File: src/flash_cfg_pkg.sv
// Package with the register map, config block layout and state types of the flash config loader
package flash_cfg_pkg;
  localparam int DATA_W = 32;
  localparam int FLASH_AW = 19;
  // Register byte offsets, decoded on paddr[7:0]
  localparam logic [7:0] OFS_BASE = 8'h00;
  localparam logic [7:0] OFS_CFG = 8'h04;
  localparam logic [7:0] OFS_PROT_PD = 8'h08;
  localparam logic [7:0] OFS_PROT_PE = 8'h0C;
  localparam logic [7:0] OFS_PROT_SU = 8'h10;
  localparam logic [7:0] OFS_KEY_HI = 8'h14;
  localparam logic [7:0] OFS_KEY_LO = 8'h18;
  localparam logic [7:0] OFS_SECURITY = 8'h1C;
  localparam logic [7:0] OFS_STATUS = 8'h20;
  localparam int DEC_HI = 7;
  // Base register fields: bits 31:19 hold the 512-Kbyte aligned base, bit 0 marks it valid
  localparam int BASE_LSB = 19;
  localparam int BASE_W = 13;
  localparam int BASE_VALID_BIT = 0;
  localparam int CFG_LOCK_BIT = 0;
  localparam int STATUS_DONE_BIT = 0;
  localparam logic [BASE_W-1:0] BASE_BOOT = 13'h0000;
  localparam logic [DATA_W-1:0] REG_RESET = 32'h0000_0000;
  // Nonvolatile configuration block: six words from byte 0x0400, 24 bytes
  localparam logic [FLASH_AW-1:0] CFG_START = 19'h00400;
  localparam logic [2:0] CFG_WORDS = 3'h6;
  localparam logic [2:0] IDX_KEY_HI = 3'h0;
  localparam logic [2:0] IDX_KEY_LO = 3'h1;
  localparam logic [2:0] IDX_PROT_PD = 3'h2;
  localparam logic [2:0] IDX_PROT_PE = 3'h3;
  localparam logic [2:0] IDX_PROT_SU = 3'h4;
  localparam logic [2:0] IDX_SECURITY = 3'h5;
  localparam int WORD_SHIFT = 2;

  typedef enum logic [1:0] {LD_STRAP, LD_REQ, LD_WAIT, LD_DONE} loader_state_type;

  typedef struct packed {
    logic valid;
    logic [FLASH_AW-1:0] addr;
  } flash_rd_req_type;

  typedef struct packed {
    logic valid;
    logic [DATA_W-1:0] data;
  } flash_rd_rsp_type;

  typedef struct packed {
    loader_state_type ld;
    logic [2:0] idx;
    logic boot;
    logic [BASE_W-1:0] base;
    logic base_valid;
    logic lock;
    logic [DATA_W-1:0] key_hi;
    logic [DATA_W-1:0] key_lo;
    logic [DATA_W-1:0] prot_pd;
    logic [DATA_W-1:0] prot_pe;
    logic [DATA_W-1:0] prot_su;
    logic [DATA_W-1:0] security;
    logic [DATA_W-1:0] prdata;
    logic pslverr;
  } state_type;
endpackage

File: src/flash_protection_config_loader.sv
// Flash base register, reset-time config loader and protection registers behind APB
// Functional notes
// - Flash answers at the programmed base; software sets it unless booting from flash.
// - Booting from internal flash sets the base register to zero at reset.
// - Config block is read from flash byte 0x0400, spanning 24 bytes.
// - Every reset copies stored config into same-width registers with no software help.
// - Block holds key, program/data, program/erase, supervisor/user values, security word.
// - Each protection value is 32 bits, one bit per 16-Kbyte sector.
// - Protection registers always readable; writable only while the lock bit is zero.
//
// The register offsets and register access over APB are this design's own decisions.
`timescale 1ns/1ns
module flash_protection_config_loader (
  input wire logic pclk,
  input wire logic presetn,
  input wire logic psel,
  input wire logic penable,
  input wire logic pwrite,
  input wire logic [31:0] paddr,
  input wire logic [31:0] pwdata,
  output logic [31:0] prdata,
  output logic pready,
  output logic pslverr,
  input wire logic boot_from_flash,
  input wire logic [31:0] cpu_addr,
  output logic flash_sel,
  output flash_cfg_pkg::flash_rd_req_type flash_rd_req,
  input wire flash_cfg_pkg::flash_rd_rsp_type flash_rd_rsp,
  output logic load_done,
  output logic [31:0] prot_pd,
  output logic [31:0] prot_pe,
  output logic [31:0] prot_su,
  output logic [31:0] security
);
  flash_cfg_pkg::state_type st_q;
  flash_cfg_pkg::state_type st_d;
  logic setup;
  logic wr;
  logic [7:0] ofs;
  logic upper_zero;
  logic mapped;
  logic [31:0] rd_val;
  logic prot_ofs;

  assign ofs = paddr[flash_cfg_pkg::DEC_HI:0];
  assign upper_zero = (paddr[31:flash_cfg_pkg::DEC_HI+1] == 24'h00_0000);
  assign setup = psel && !penable;
  assign wr = psel && penable && pwrite;
  assign prot_ofs = (ofs == flash_cfg_pkg::OFS_PROT_PD) || (ofs == flash_cfg_pkg::OFS_PROT_PE) ||
                    (ofs == flash_cfg_pkg::OFS_PROT_SU);

  always_comb begin
    mapped = upper_zero;
    rd_val = flash_cfg_pkg::REG_RESET;
    unique case (ofs)
      flash_cfg_pkg::OFS_BASE: begin
        rd_val[31:flash_cfg_pkg::BASE_LSB] = st_q.base;
        rd_val[flash_cfg_pkg::BASE_VALID_BIT] = st_q.base_valid;
      end
      flash_cfg_pkg::OFS_CFG: rd_val[flash_cfg_pkg::CFG_LOCK_BIT] = st_q.lock;
      flash_cfg_pkg::OFS_PROT_PD: rd_val = st_q.prot_pd;
      flash_cfg_pkg::OFS_PROT_PE: rd_val = st_q.prot_pe;
      flash_cfg_pkg::OFS_PROT_SU: rd_val = st_q.prot_su;
      flash_cfg_pkg::OFS_KEY_HI: rd_val = st_q.key_hi;
      flash_cfg_pkg::OFS_KEY_LO: rd_val = st_q.key_lo;
      flash_cfg_pkg::OFS_SECURITY: rd_val = st_q.security;
      flash_cfg_pkg::OFS_STATUS: begin
        rd_val[flash_cfg_pkg::STATUS_DONE_BIT] = (st_q.ld == flash_cfg_pkg::LD_DONE);
      end
      default: mapped = 1'b0;
    endcase
  end

  always_comb begin
    st_d = st_q;
    // Read data and error are latched in the setup phase so the bus sees flops
    if (setup) begin
      st_d.prdata = mapped ? rd_val : flash_cfg_pkg::REG_RESET;
      st_d.pslverr = !mapped;
    end
    // Software writes; the loader below overrides them in the same cycle
    if (wr && upper_zero) begin
      if (ofs == flash_cfg_pkg::OFS_BASE) begin
        st_d.base = pwdata[31:flash_cfg_pkg::BASE_LSB];
        st_d.base_valid = pwdata[flash_cfg_pkg::BASE_VALID_BIT];
      end
      if (ofs == flash_cfg_pkg::OFS_CFG) begin
        st_d.lock = pwdata[flash_cfg_pkg::CFG_LOCK_BIT];
      end
      // Locked writes are dropped silently, not flagged
      if (!st_q.lock) begin
        if (ofs == flash_cfg_pkg::OFS_PROT_PD) st_d.prot_pd = pwdata;
        if (ofs == flash_cfg_pkg::OFS_PROT_PE) st_d.prot_pe = pwdata;
        if (ofs == flash_cfg_pkg::OFS_PROT_SU) st_d.prot_su = pwdata;
      end
    end
    unique case (st_q.ld)
      flash_cfg_pkg::LD_STRAP: begin
        // Strap is sampled on the first edge after reset release, never by the reset itself
        st_d.boot = boot_from_flash;
        if (boot_from_flash) begin
          st_d.base = flash_cfg_pkg::BASE_BOOT;
          st_d.base_valid = 1'b1;
        end
        st_d.idx = 3'h0;
        st_d.ld = flash_cfg_pkg::LD_REQ;
      end
      flash_cfg_pkg::LD_REQ: st_d.ld = flash_cfg_pkg::LD_WAIT;
      flash_cfg_pkg::LD_WAIT: begin
        if (flash_rd_rsp.valid) begin
          unique case (st_q.idx)
            flash_cfg_pkg::IDX_KEY_HI: st_d.key_hi = flash_rd_rsp.data;
            flash_cfg_pkg::IDX_KEY_LO: st_d.key_lo = flash_rd_rsp.data;
            flash_cfg_pkg::IDX_PROT_PD: st_d.prot_pd = flash_rd_rsp.data;
            flash_cfg_pkg::IDX_PROT_PE: st_d.prot_pe = flash_rd_rsp.data;
            flash_cfg_pkg::IDX_PROT_SU: st_d.prot_su = flash_rd_rsp.data;
            default: st_d.security = flash_rd_rsp.data;
          endcase
          st_d.idx = st_q.idx + 3'h1;
          st_d.ld = (st_q.idx == flash_cfg_pkg::CFG_WORDS - 3'h1) ? flash_cfg_pkg::LD_DONE :
                    flash_cfg_pkg::LD_REQ;
        end
      end
      flash_cfg_pkg::LD_DONE: st_d.ld = flash_cfg_pkg::LD_DONE;
    endcase
  end

  always_ff @(posedge pclk or negedge presetn) begin
    if (!presetn) begin
      st_q <= '0;
    end else begin
      st_q <= st_d;
    end
  end

  // Byte address of the config item being fetched
  assign flash_rd_req.valid = (st_q.ld == flash_cfg_pkg::LD_REQ);
  assign flash_rd_req.addr = flash_cfg_pkg::CFG_START +
      {14'h0000, st_q.idx, 2'h0};
  // Flash array decode needs a programmed, valid base; 512-Kbyte aligned window
  assign flash_sel = st_q.base_valid &&
      (cpu_addr[31:flash_cfg_pkg::BASE_LSB] == st_q.base);
  assign prdata = st_q.prdata;
  assign pslverr = st_q.pslverr;
  assign pready = 1'b1;
  assign load_done = (st_q.ld == flash_cfg_pkg::LD_DONE);
  assign prot_pd = st_q.prot_pd;
  assign prot_pe = st_q.prot_pe;
  assign prot_su = st_q.prot_su;
  assign security = st_q.security;
endmodule

File: config.mk
export PLATFORM = sky130hd
export DESIGN_NAME = flash_protection_config_loader
export DESIGN_NICKNAME = d
export VERILOG_FILES = /design/src/flash_cfg_pkg.sv /design/src/flash_protection_config_loader.sv
export SDC_FILE = /design/constraint.sdc
export NUM_CORES = 1
export LEC_CHECK = 0
export CORE_ASPECT_RATIO = 0.75
export CORE_MARGIN = 4
export CORE_UTILIZATION = 55
export DETAILED_ROUTE_END_ITERATION = 10
export DONT_BUFFER_PORTS = 1
export PLACE_DENSITY = 0.73
export SETUP_SLACK_MARGIN = 0.15
export SLEW_MARGIN = 40
export SYNTH_ARGS = -nofsm -noshare
export SYNTH_HDL_FRONTEND = slang
export SYNTH_SLANG_ARGS = --single-unit
File: constraint.sdc
create_clock -name pclk -period 2.14 [get_ports pclk]
set_input_delay 0.107 -clock pclk [delete_from_list [all_inputs] [get_ports pclk]]
set_output_delay 0.107 -clock pclk [all_outputs]
set_load 0.03 [all_outputs]
# Word-level counts from Yosys, hierarchy flattened
# Cells that the tools add are included.
[classes]
add_sub_neg = 2
n_eq_ne = 18
bitwise_logic = 1
n_mux = 25
n_reduce_logical = 19
[op_table]
columns = ["cell", "n"]
rows = [
  ["$mux 128", 2],
  ["$mux 32", 8],
  ["$mux 96", 2],
  ["$pmux 18 s6", 1],
  ["$pmux 13 s7", 1],
  ["$mux 14", 3],
  ["$eq 8x5->1 const B", 4],
  ["$logic_not 24->1", 1],
  ["$eq 8x4->1 const B", 2],
  ["$mux 15", 1],
  ["$eq 13x13->1", 1],
  ["$add 11x5->12 const A", 1],
  ["$pmux 1 s9", 1],
  ["$reduce_and 3->1", 3],
  ["$reduce_or 9->1", 1],
  ["$eq 8x3->1 const B", 1],
  ["$eq 8x6->1 const B", 1],
  ["$logic_not 8->1", 1],
  ["$pmux 2 s4", 1],
  ["$eq 3x2->1 const B", 2],
  ["$eq 3x3->1 const B", 2],
  ["$pmux 3 s2", 1],
  ["$logic_and 1x1->1", 5],
  ["$mux 5", 1],
  ["other kinds (14)", 18],
]
[word_totals]
regBits = 245

# Depth between registers and ports, before layout
# Gate-level depths: netlist (run 1).
[logic_depth]
depth_word = 7
mapped_depth = 9
mapped_depth_nobuf = 6

# Least setup slack after synthesis (run 1)
# Ideal clock, no wire load.
[synth_path]
path_kind = "input to register"
startpoint = "in paddr[0]"
endpoint = "reg st_q[231] (netlist name)"
path_slack_ns = -0.007
n_path_buf = 3
t_arrival_ns = 2.015
cell_stages = 8
path_cell_list = "buf_2 -> or4_4 -> buf_6 -> nor3_4 -> nor4b_4 -> buf_6 -> mux2i_1 -> nor2_1"
[synth_lines]
columns = ["item", "line_no", "text"]
rows = [
  ["start: declaration", "flash_protection_config_loader.sv:19", "input wire logic [31:0] paddr,"],
  ["end signal: assignment", "flash_protection_config_loader.sv:132", "st_q <= st_d;"],
  ["end: declaration", "flash_protection_config_loader.sv:35", "flash_cfg_pkg::state_type st_q;"],
]

# Final worst setup path (run 1)
[layout_path]
startpoint = "reg st_q[241] (netlist name)"
endpoint = "reg st_q (netlist bit security[15])"
[layout_between]
elab_chain_len = 4
elab_cells_between_ends = 8
classes_between = "4 x eq/ne; 1 x bitwise; 3 x reduce/logical"
[layout_rtl]
columns = ["item", "line_no", "text"]
rows = [
  ["$eq 3x3->1, or another cell as far along", "flash_protection_config_loader.sv:111", "unique case (st_q.idx)"],
  ["$reduce_or 5->1 (no line) *", "--", ""],
  ["$not 1->1 (no line) *", "--", ""],
  ["$reduce_and 3->1 (no line) *", "--", ""],
]
# Every way passes the cells marked *; elsewhere a longest branch is shown, timed or not.
# A chain may end at the register's enable or synchronous reset.

==> results of run 1 <==
[synth_stat cells, drive strengths merged, types with 2 or more instances]
cell     count
dfrtp      245
buf        209
nand2      146
nor2       122
mux2       104
a22oi       68
a31oi       64
clkbuf      59
mux2i       51
a21oi       47
a22o        32
o211ai      32
nor3        13
nor4        12
xnor2        9
a222oi       8
and3         6
inv          6
o21ai        6
ha           5
nand3        5
nand4        5
and2         4
nor4b        4
xor2         4
a2bb2oi      3
and4         3
nand2b       3
or4          3
conb         2
or2          2
[metrics by stage]
step                      utilization, %  area, µm²
after floorplan                        -      13100
after global placement              53.4      12400
after detailed placement            53.4      12400
after CTS                           60.2      14000
after global routing                61.1      14200
final                               61.1      14200
[what timing repair did]
item / CTS / global route
setup endpoints to repair: 37 / 67
setup buffers: 3 / 3
cloned: 0 / 4
gates resized for setup: 11 / 26
hold endpoints to repair: 457 / 245
pin swaps: 2 / 4
[kinds of logic after synthesis]
logic type	count (synthesis)	synth area share (%)
AO/OA/AOI/OAI	264	14.0
XOR/XNOR	13	0.872
adder cells (fa/ha/maj)	5	0.479
buffers and inverters	274	13.4
flip-flops	245	46.9
multiplexers	155	12.9
other	2	0.0575
AND/OR/NAND/NOR	333	11.3
[worst max path at each step]
stage | startpoint | depth (start not counted) | to | slack (ns)
finish | st_q[241] | 5 | security[15] | 0.08
global route | st_q[237] | 5 | flash_sel | 0.04
CTS | st_q[241] | 5 | security[4] | 0.11
detailed placement | st_q[241] | 5 | security[17] | -0.16
global placement | st_q[241] | 5 | security[12] | -0.07
floorplan | paddr[1] | 8 | st_q[231] | 0.01
[cells in the final DEF, fill, tap and decap left out, drive strengths merged, types with 5 or more instances in the layout]
cell type,n
mux2,104
and3,6
a22o,32
a21oi,47
mux2i,51
ha,5
o211ai,32
inv,8
dlygate4sd3,66
buf,67
nand4,5
dfrtp,245
clkbuf,37
a222oi,8
xnor2,9
nand2,146
a22oi,68
o21ai,6
nor3,13
nor2,122
conb,17
nor4,12
a31oi,64
nand3,5
[where the power goes]
group | leakage [nW] | switching [W] | internal, W
clock network | 0.418 | 0.00188 | 0.00272
registers | 3.40 | 0.0000000000137 | 0.00463
logic | 2.54 | 0.000207 | 0.000126
total | 6.35 | 0.00209 | 0.00747
[state kept, by name (all words and copies together) (netlist names)]
name / cells
security: 32
prdata: 32
prot_pe: 32
st_q: 84
pslverr: 1
prot_pd: 32
prot_su: 32
[layout make-up]
| class | count | area (µm²) |
|---|---|---|
| Clock inverter | 10 | 138 |
| Timing Repair Buffer | 136 | 1370 |
| Antenna cell | 2 | 5.00 |
| Tap cell | 300 | 375 |
| Inverter | 6 | 22.5 |
| Multi-Input combinational cell | 787 | 5400 |
| Fill cell | 1818 | 9010 |
| Clock buffer | 34 | 719 |
| Sequential cell | 245 | 6130 |
[worst max-delay path: cells and delay by family (launching register included)]
family                   cells  cell delay (ns)
flip-flops                   1             0.45
buffers and inverters        1             0.23
multiplexers                 1             0.29
adder cells (fa/ha/maj)      2             0.33
AND/OR/NAND/NOR              1             0.66
[metal layers]
metal	routed length, µm	track usage (%)
met5	0	0
met4	1250	7.82
met3	5210	9.97
met2	18300	46.3
met1	16300	40.9
==> impl_metrics.env, run 1 <==
export IMPL_synth_area_per_cell_um2=10.1
export IMPL_path_cells="ha_4, ha_4, or4_4, clkbuf_16, mux2_4"
export IMPL_synth_warning_count=0
export IMPL_reg2reg_depth=5
export IMPL_worst_path_max_delay_cell="or4_4"
export IMPL_gr_total_overflow=0
export IMPL_worstPathArrival_ns=2.48
export IMPL_synth_top_flop_cell="dfrtp_1"
export IMPL_netlist_area_um2=13100
export IMPL_die_w_um=186
export IMPL_vdd_drop_max_mv=0.500
export IMPL_worstSetupEndpointType="register"
export IMPL_fin_crit_ns=2.06
export IMPL_grt_antenna_before_repair=2
export IMPL_numPortBuffers=0
export IMPL_remaining_drc_errors=0
export IMPL_synth_top_area_share_pct=46.9
export IMPL_numCtsBuffers=25
export IMPL_syn2layout_area_growth_pct=8.48
export IMPL_fmax_mhz=485
export IMPL_power_leakage_nw=6.35
export IMPL_start_util_pct=56.3
export IMPL_power_w=0.00956
export IMPL_dr_pass1_iters=7
export IMPL_worstReg2RegEnd="security[15]"
export IMPL_htree_levels=1
export IMPL_slew_headroom_pct=62.7
export IMPL_nets=1341
export IMPL_clock_latency_ns=0.53
export IMPL_setup_viol=0
export IMPL_dp_hpwl_um=27100
export IMPL_final_cell_count_no_fill=1520
export IMPL_drive_gt1_share_pct=20.7
export IMPL_cts_buffer_depth=3
export IMPL_slowest_delay_ns=0.66
export IMPL_grt_pass1_vias=9923
export IMPL_yosysSeqAreaShare_pct=46.9
export IMPL_violations="negative hold slack"
export IMPL_setup_tns_ns=0
export IMPL_worstSetupStartpointType="register"
export IMPL_fin_skew_ns=0.0221
export IMPL_viasPerCell=6.49
export IMPL_yosys_area_top_type="dfrtp_1"
export IMPL_rows=48
export IMPL_worstPathMaxFanout=6
export IMPL_wire_per_inst_um=27.0
export IMPL_fp_dieH_um=141
export IMPL_die_area_um2=26300
export IMPL_core_area_um2=23200
export IMPL_worst_slew_pin_slew_ns=0.557
export IMPL_synth_top_cells_by_area="dfrtp_1 47%, buf_4 11%, mux2_2 8.2%"
export IMPL_grt_setup_unrepaired="yes"
export IMPL_yosysUniqueCellTypes=50
export IMPL_final_hold_violation_count=245
export IMPL_slew_viol_final=0
export IMPL_cts_sinks=245
export IMPL_grt_pass1_wl_um=60900
export IMPL_grt_usage_pct=29.9
export IMPL_synth_edf_count=0
export IMPL_ys_seq_elements=245
export IMPL_dr_first_iter_drc_count=1047
export IMPL_drt_total_wl_um=41000
export IMPL_outcome="complete, but fails checks"
export IMPL_grt_max_degree=246
export IMPL_ctsHoldBuffers=66
export IMPL_critPathKind="register to register"
export IMPL_ctsRootBufferMaster="clkbuf_16"
export IMPL_ant_nets=0
export IMPL_place_gp_congestion=0.853
export IMPL_cpMostUsedCell="ha_4"
export IMPL_place_inst=1398
export IMPL_cts_tree="built"
export IMPL_maxCapViolCount=0
export IMPL_dp_slack_ns=-0.159
export IMPL_design_portCount=319
export IMPL_r2r_setup_slack_ns=0.08
export IMPL_reg2reg_from="st_q[241]"
export IMPL_cellPowerDensity_nw_per_um2=675
export IMPL_cp_data_required_time_ns=2.55
export IMPL_num_vias=9860
export IMPL_post_route_worst_setup_slack_ns=0.0767
export IMPL_hold_class="primary input to async pin"
export IMPL_fin_hold_ws_ns=-0.712
export IMPL_fin_crit_sh_pct=96.4
export IMPL_cts_reportedPaths_clkPinSlew_ns=0.06
export IMPL_synth_cells=1291
export IMPL_async_flop_share_pct=100
Power figures use the tool's default switching activity.
==> inputs of run 2 (changes only) <==
- CORE_MARGIN: 4 -> 3
==> run 2 against run 1 <==
The run still ends with negative hold slack left. Total power grew 1.9%. Critical path type unchanged. Register-to-register slack gained 0.03 ns. Wire length shrank 1.3%. Sequential share of layout area grew 0.086 points. Largest cell class unchanged.
==> impl_metrics.env, run 2 (synthesis results as in run 1) <==
export IMPL_outcome="complete, but fails checks"
export IMPL_violations="negative hold slack"
export IMPL_layout_commonest_cell="dfrtp_1"
export IMPL_slew_viol_final=0
export IMPL_ctsRootBufferMaster="clkbuf_16"
export IMPL_grt_setup_unrepaired="yes"
export IMPL_fin_skew_ns=0.0180
export IMPL_fin_area_um2=14100
export IMPL_cts_sinks=245
export IMPL_largest_register="st_q"
export IMPL_dpl_cell_area_um2=12400
export IMPL_viasPerCell=6.49
export IMPL_place_gp_congestion=0.862
export IMPL_ant_nets=0
export IMPL_ctsHoldBuffers=67
export IMPL_worstPathMaxFanout=16
export IMPL_num_vias=9854
export IMPL_worst_path_max_delay_cell="or4_4"
export IMPL_fin_util_pct=61.0
export IMPL_worstPathArrival_ns=2.45
export IMPL_numPortBuffers=0
export IMPL_grt_usage_pct=30.6
export IMPL_register_area_um2=6130
export IMPL_n_fill_cell=1825
export IMPL_fin_crit_ns=2.04
export IMPL_core_area_um2=23200
export IMPL_cts_tree="built"
export IMPL_post_route_worst_setup_slack_ns=0.103
export IMPL_antenna_cells=0
export IMPL_dr_pass1_iters=8
export IMPL_largest_register_ffs=84
export IMPL_dp_slack_ns=-0.120
export IMPL_syn2layout_area_growth_pct=8.22
export IMPL_fin_crit_sh_pct=95.2
export IMPL_remaining_drc_errors=0
export IMPL_worstSetupStartpointType="register"
export IMPL_rows=48
export IMPL_die_area_um2=25600
export IMPL_clock_latency_ns=0.53
export IMPL_nets=1338
export IMPL_critPathKind="register to register"
export IMPL_maxCapViolCount=0
export IMPL_worstSetupEndpointType="register"
export IMPL_path_cells="ha_2, ha_4, or4_4, buf_12, mux2_1"
export IMPL_cellPowerDensity_nw_per_um2=689
export IMPL_design_portCount=319
export IMPL_slew_headroom_pct=53.6
export IMPL_numCtsBuffers=26
export IMPL_grt_antenna_before_repair=0
export IMPL_multi_input_area_um2=5360
export IMPL_cts_buffer_depth=3
export IMPL_start_util_pct=56.3
export IMPL_cp_data_required_time_ns=2.55
export IMPL_final_cell_mix="245 x dfrtp_1, 143 x nand2_1, 120 x nor2_1, 95 x mux2_2, 68 x a22oi_1"
export IMPL_dr_first_iter_drc_count=988
export IMPL_die_w_um=184
export IMPL_slowest_delay_ns=0.59
export IMPL_wire_per_inst_um=26.7
export IMPL_fmax_mhz=491
export IMPL_fin_hold_ws_ns=-0.716
export IMPL_grt_pass1_vias=9805
export IMPL_grt_pass1_wl_um=60800
export IMPL_drt_total_wl_um=40500
export IMPL_dp_hpwl_um=26200
export IMPL_setup_viol=0
export IMPL_vdd_drop_max_mv=0.647
export IMPL_gr_total_overflow=0
export IMPL_drive_gt1_share_pct=19.8
export IMPL_final_hold_violation_count=245
export IMPL_cts_reportedPaths_clkPinSlew_ns=0.06
export IMPL_grt_max_degree=246
export IMPL_worst_slew_pin_slew_ns=0.695
export IMPL_setup_tns_ns=0
export IMPL_power_leakage_nw=6.34
export IMPL_htree_levels=1
export IMPL_fp_dieH_um=139
export IMPL_hold_class="primary input to async pin"
## run 2: cell count changes in the layout (fill, tap and decap cells not counted), sizes merged, moves of 2 or more
cell	change
clkinvlp	+2
buf	-3
clkinv	+4
diode	-2
inv	-2
clkbuf	-3
## run 2: layer usage
| metal | up-vias | share of wire (%) | track usage (%) |
|---|---|---|---|
| met4 | 0 | 2.1 | 7.44 |
| met3 | 80 | 12 | 9.98 |
| li1 | 4213 | - | - |
| met1 | 4910 | 40 | 42.3 |
| met2 | 651 | 45 | 47.3 |
| met5 | - | 0 | 0 |
## run 2: per-stage QoR
stage	total power, W	cells
6_report	0.00974	1518
5_1_grt	0.00999	1518
4_1_cts	0.00976	1513
3_5_place_dp	0.00487	1395
3_3_place_gp	0.00487	1395
2_1_floorplan	0.00488	1306
## run 2: critical path: cells and delay by family (launching register included)
| kind | cells | cell delay [ns] |
|---|---|---|
| adders and majority gates | 2 | 0.38 |
| buffers and inverters | 1 | 0.20 |
| DFF | 1 | 0.42 |
| muxes | 1 | 0.32 |
| and+or+nand+nor | 1 | 0.59 |
## run 2: final timing paths
path / from / end / slack, ns / cells past startpoint
max: st_q[242] / security[16] / 0.10 / 5
min: presetn / security[26] / -0.72 / 0
max reg2reg: st_q[242] / security[16] / 0.10 / 5
min reg2reg: st_q[179] / st_q[179] / 0.50 / 1
max in group asynchronous: presetn / st_q[226] / 2.27 / 0
min in group pclk: paddr[2] / prdata[16] / 0.03 / 4
## run 2: cell type report
class                           instances  area share [%]
Clock buffer                           33            5.08
Clock inverter                         15            1.31
Inverter                                6           0.159
Multi-Input combinational cell        787            37.9
Sequential cell                       245            43.4
Tap cell                              300            2.66
Timing Repair Buffer                  132            9.47
## run 2: what timing repair did
| action | 4_1_cts | 5_1_grt |
|---|---|---|
| buffers inserted | 3 | 4 |
| gates resized for setup | 8 | 16 |
| pin swaps | 2 | 4 |
| setup endpoints to repair | 33 | 60 |
| endpoints found under the hold margin | 457 | 245 |
| cloned | 0 | 1 |
## run 2: power by group
| part | internal [W] | leakage (nW) | switching (W) |
|---|---|---|---|
| registers | 0.00463 | 3.40 | 0.0000000000136 |
| clock network | 0.00286 | 0.436 | 0.00191 |
| logic | 0.000128 | 2.50 | 0.000207 |
| total | 0.00762 | 6.34 | 0.00212 |
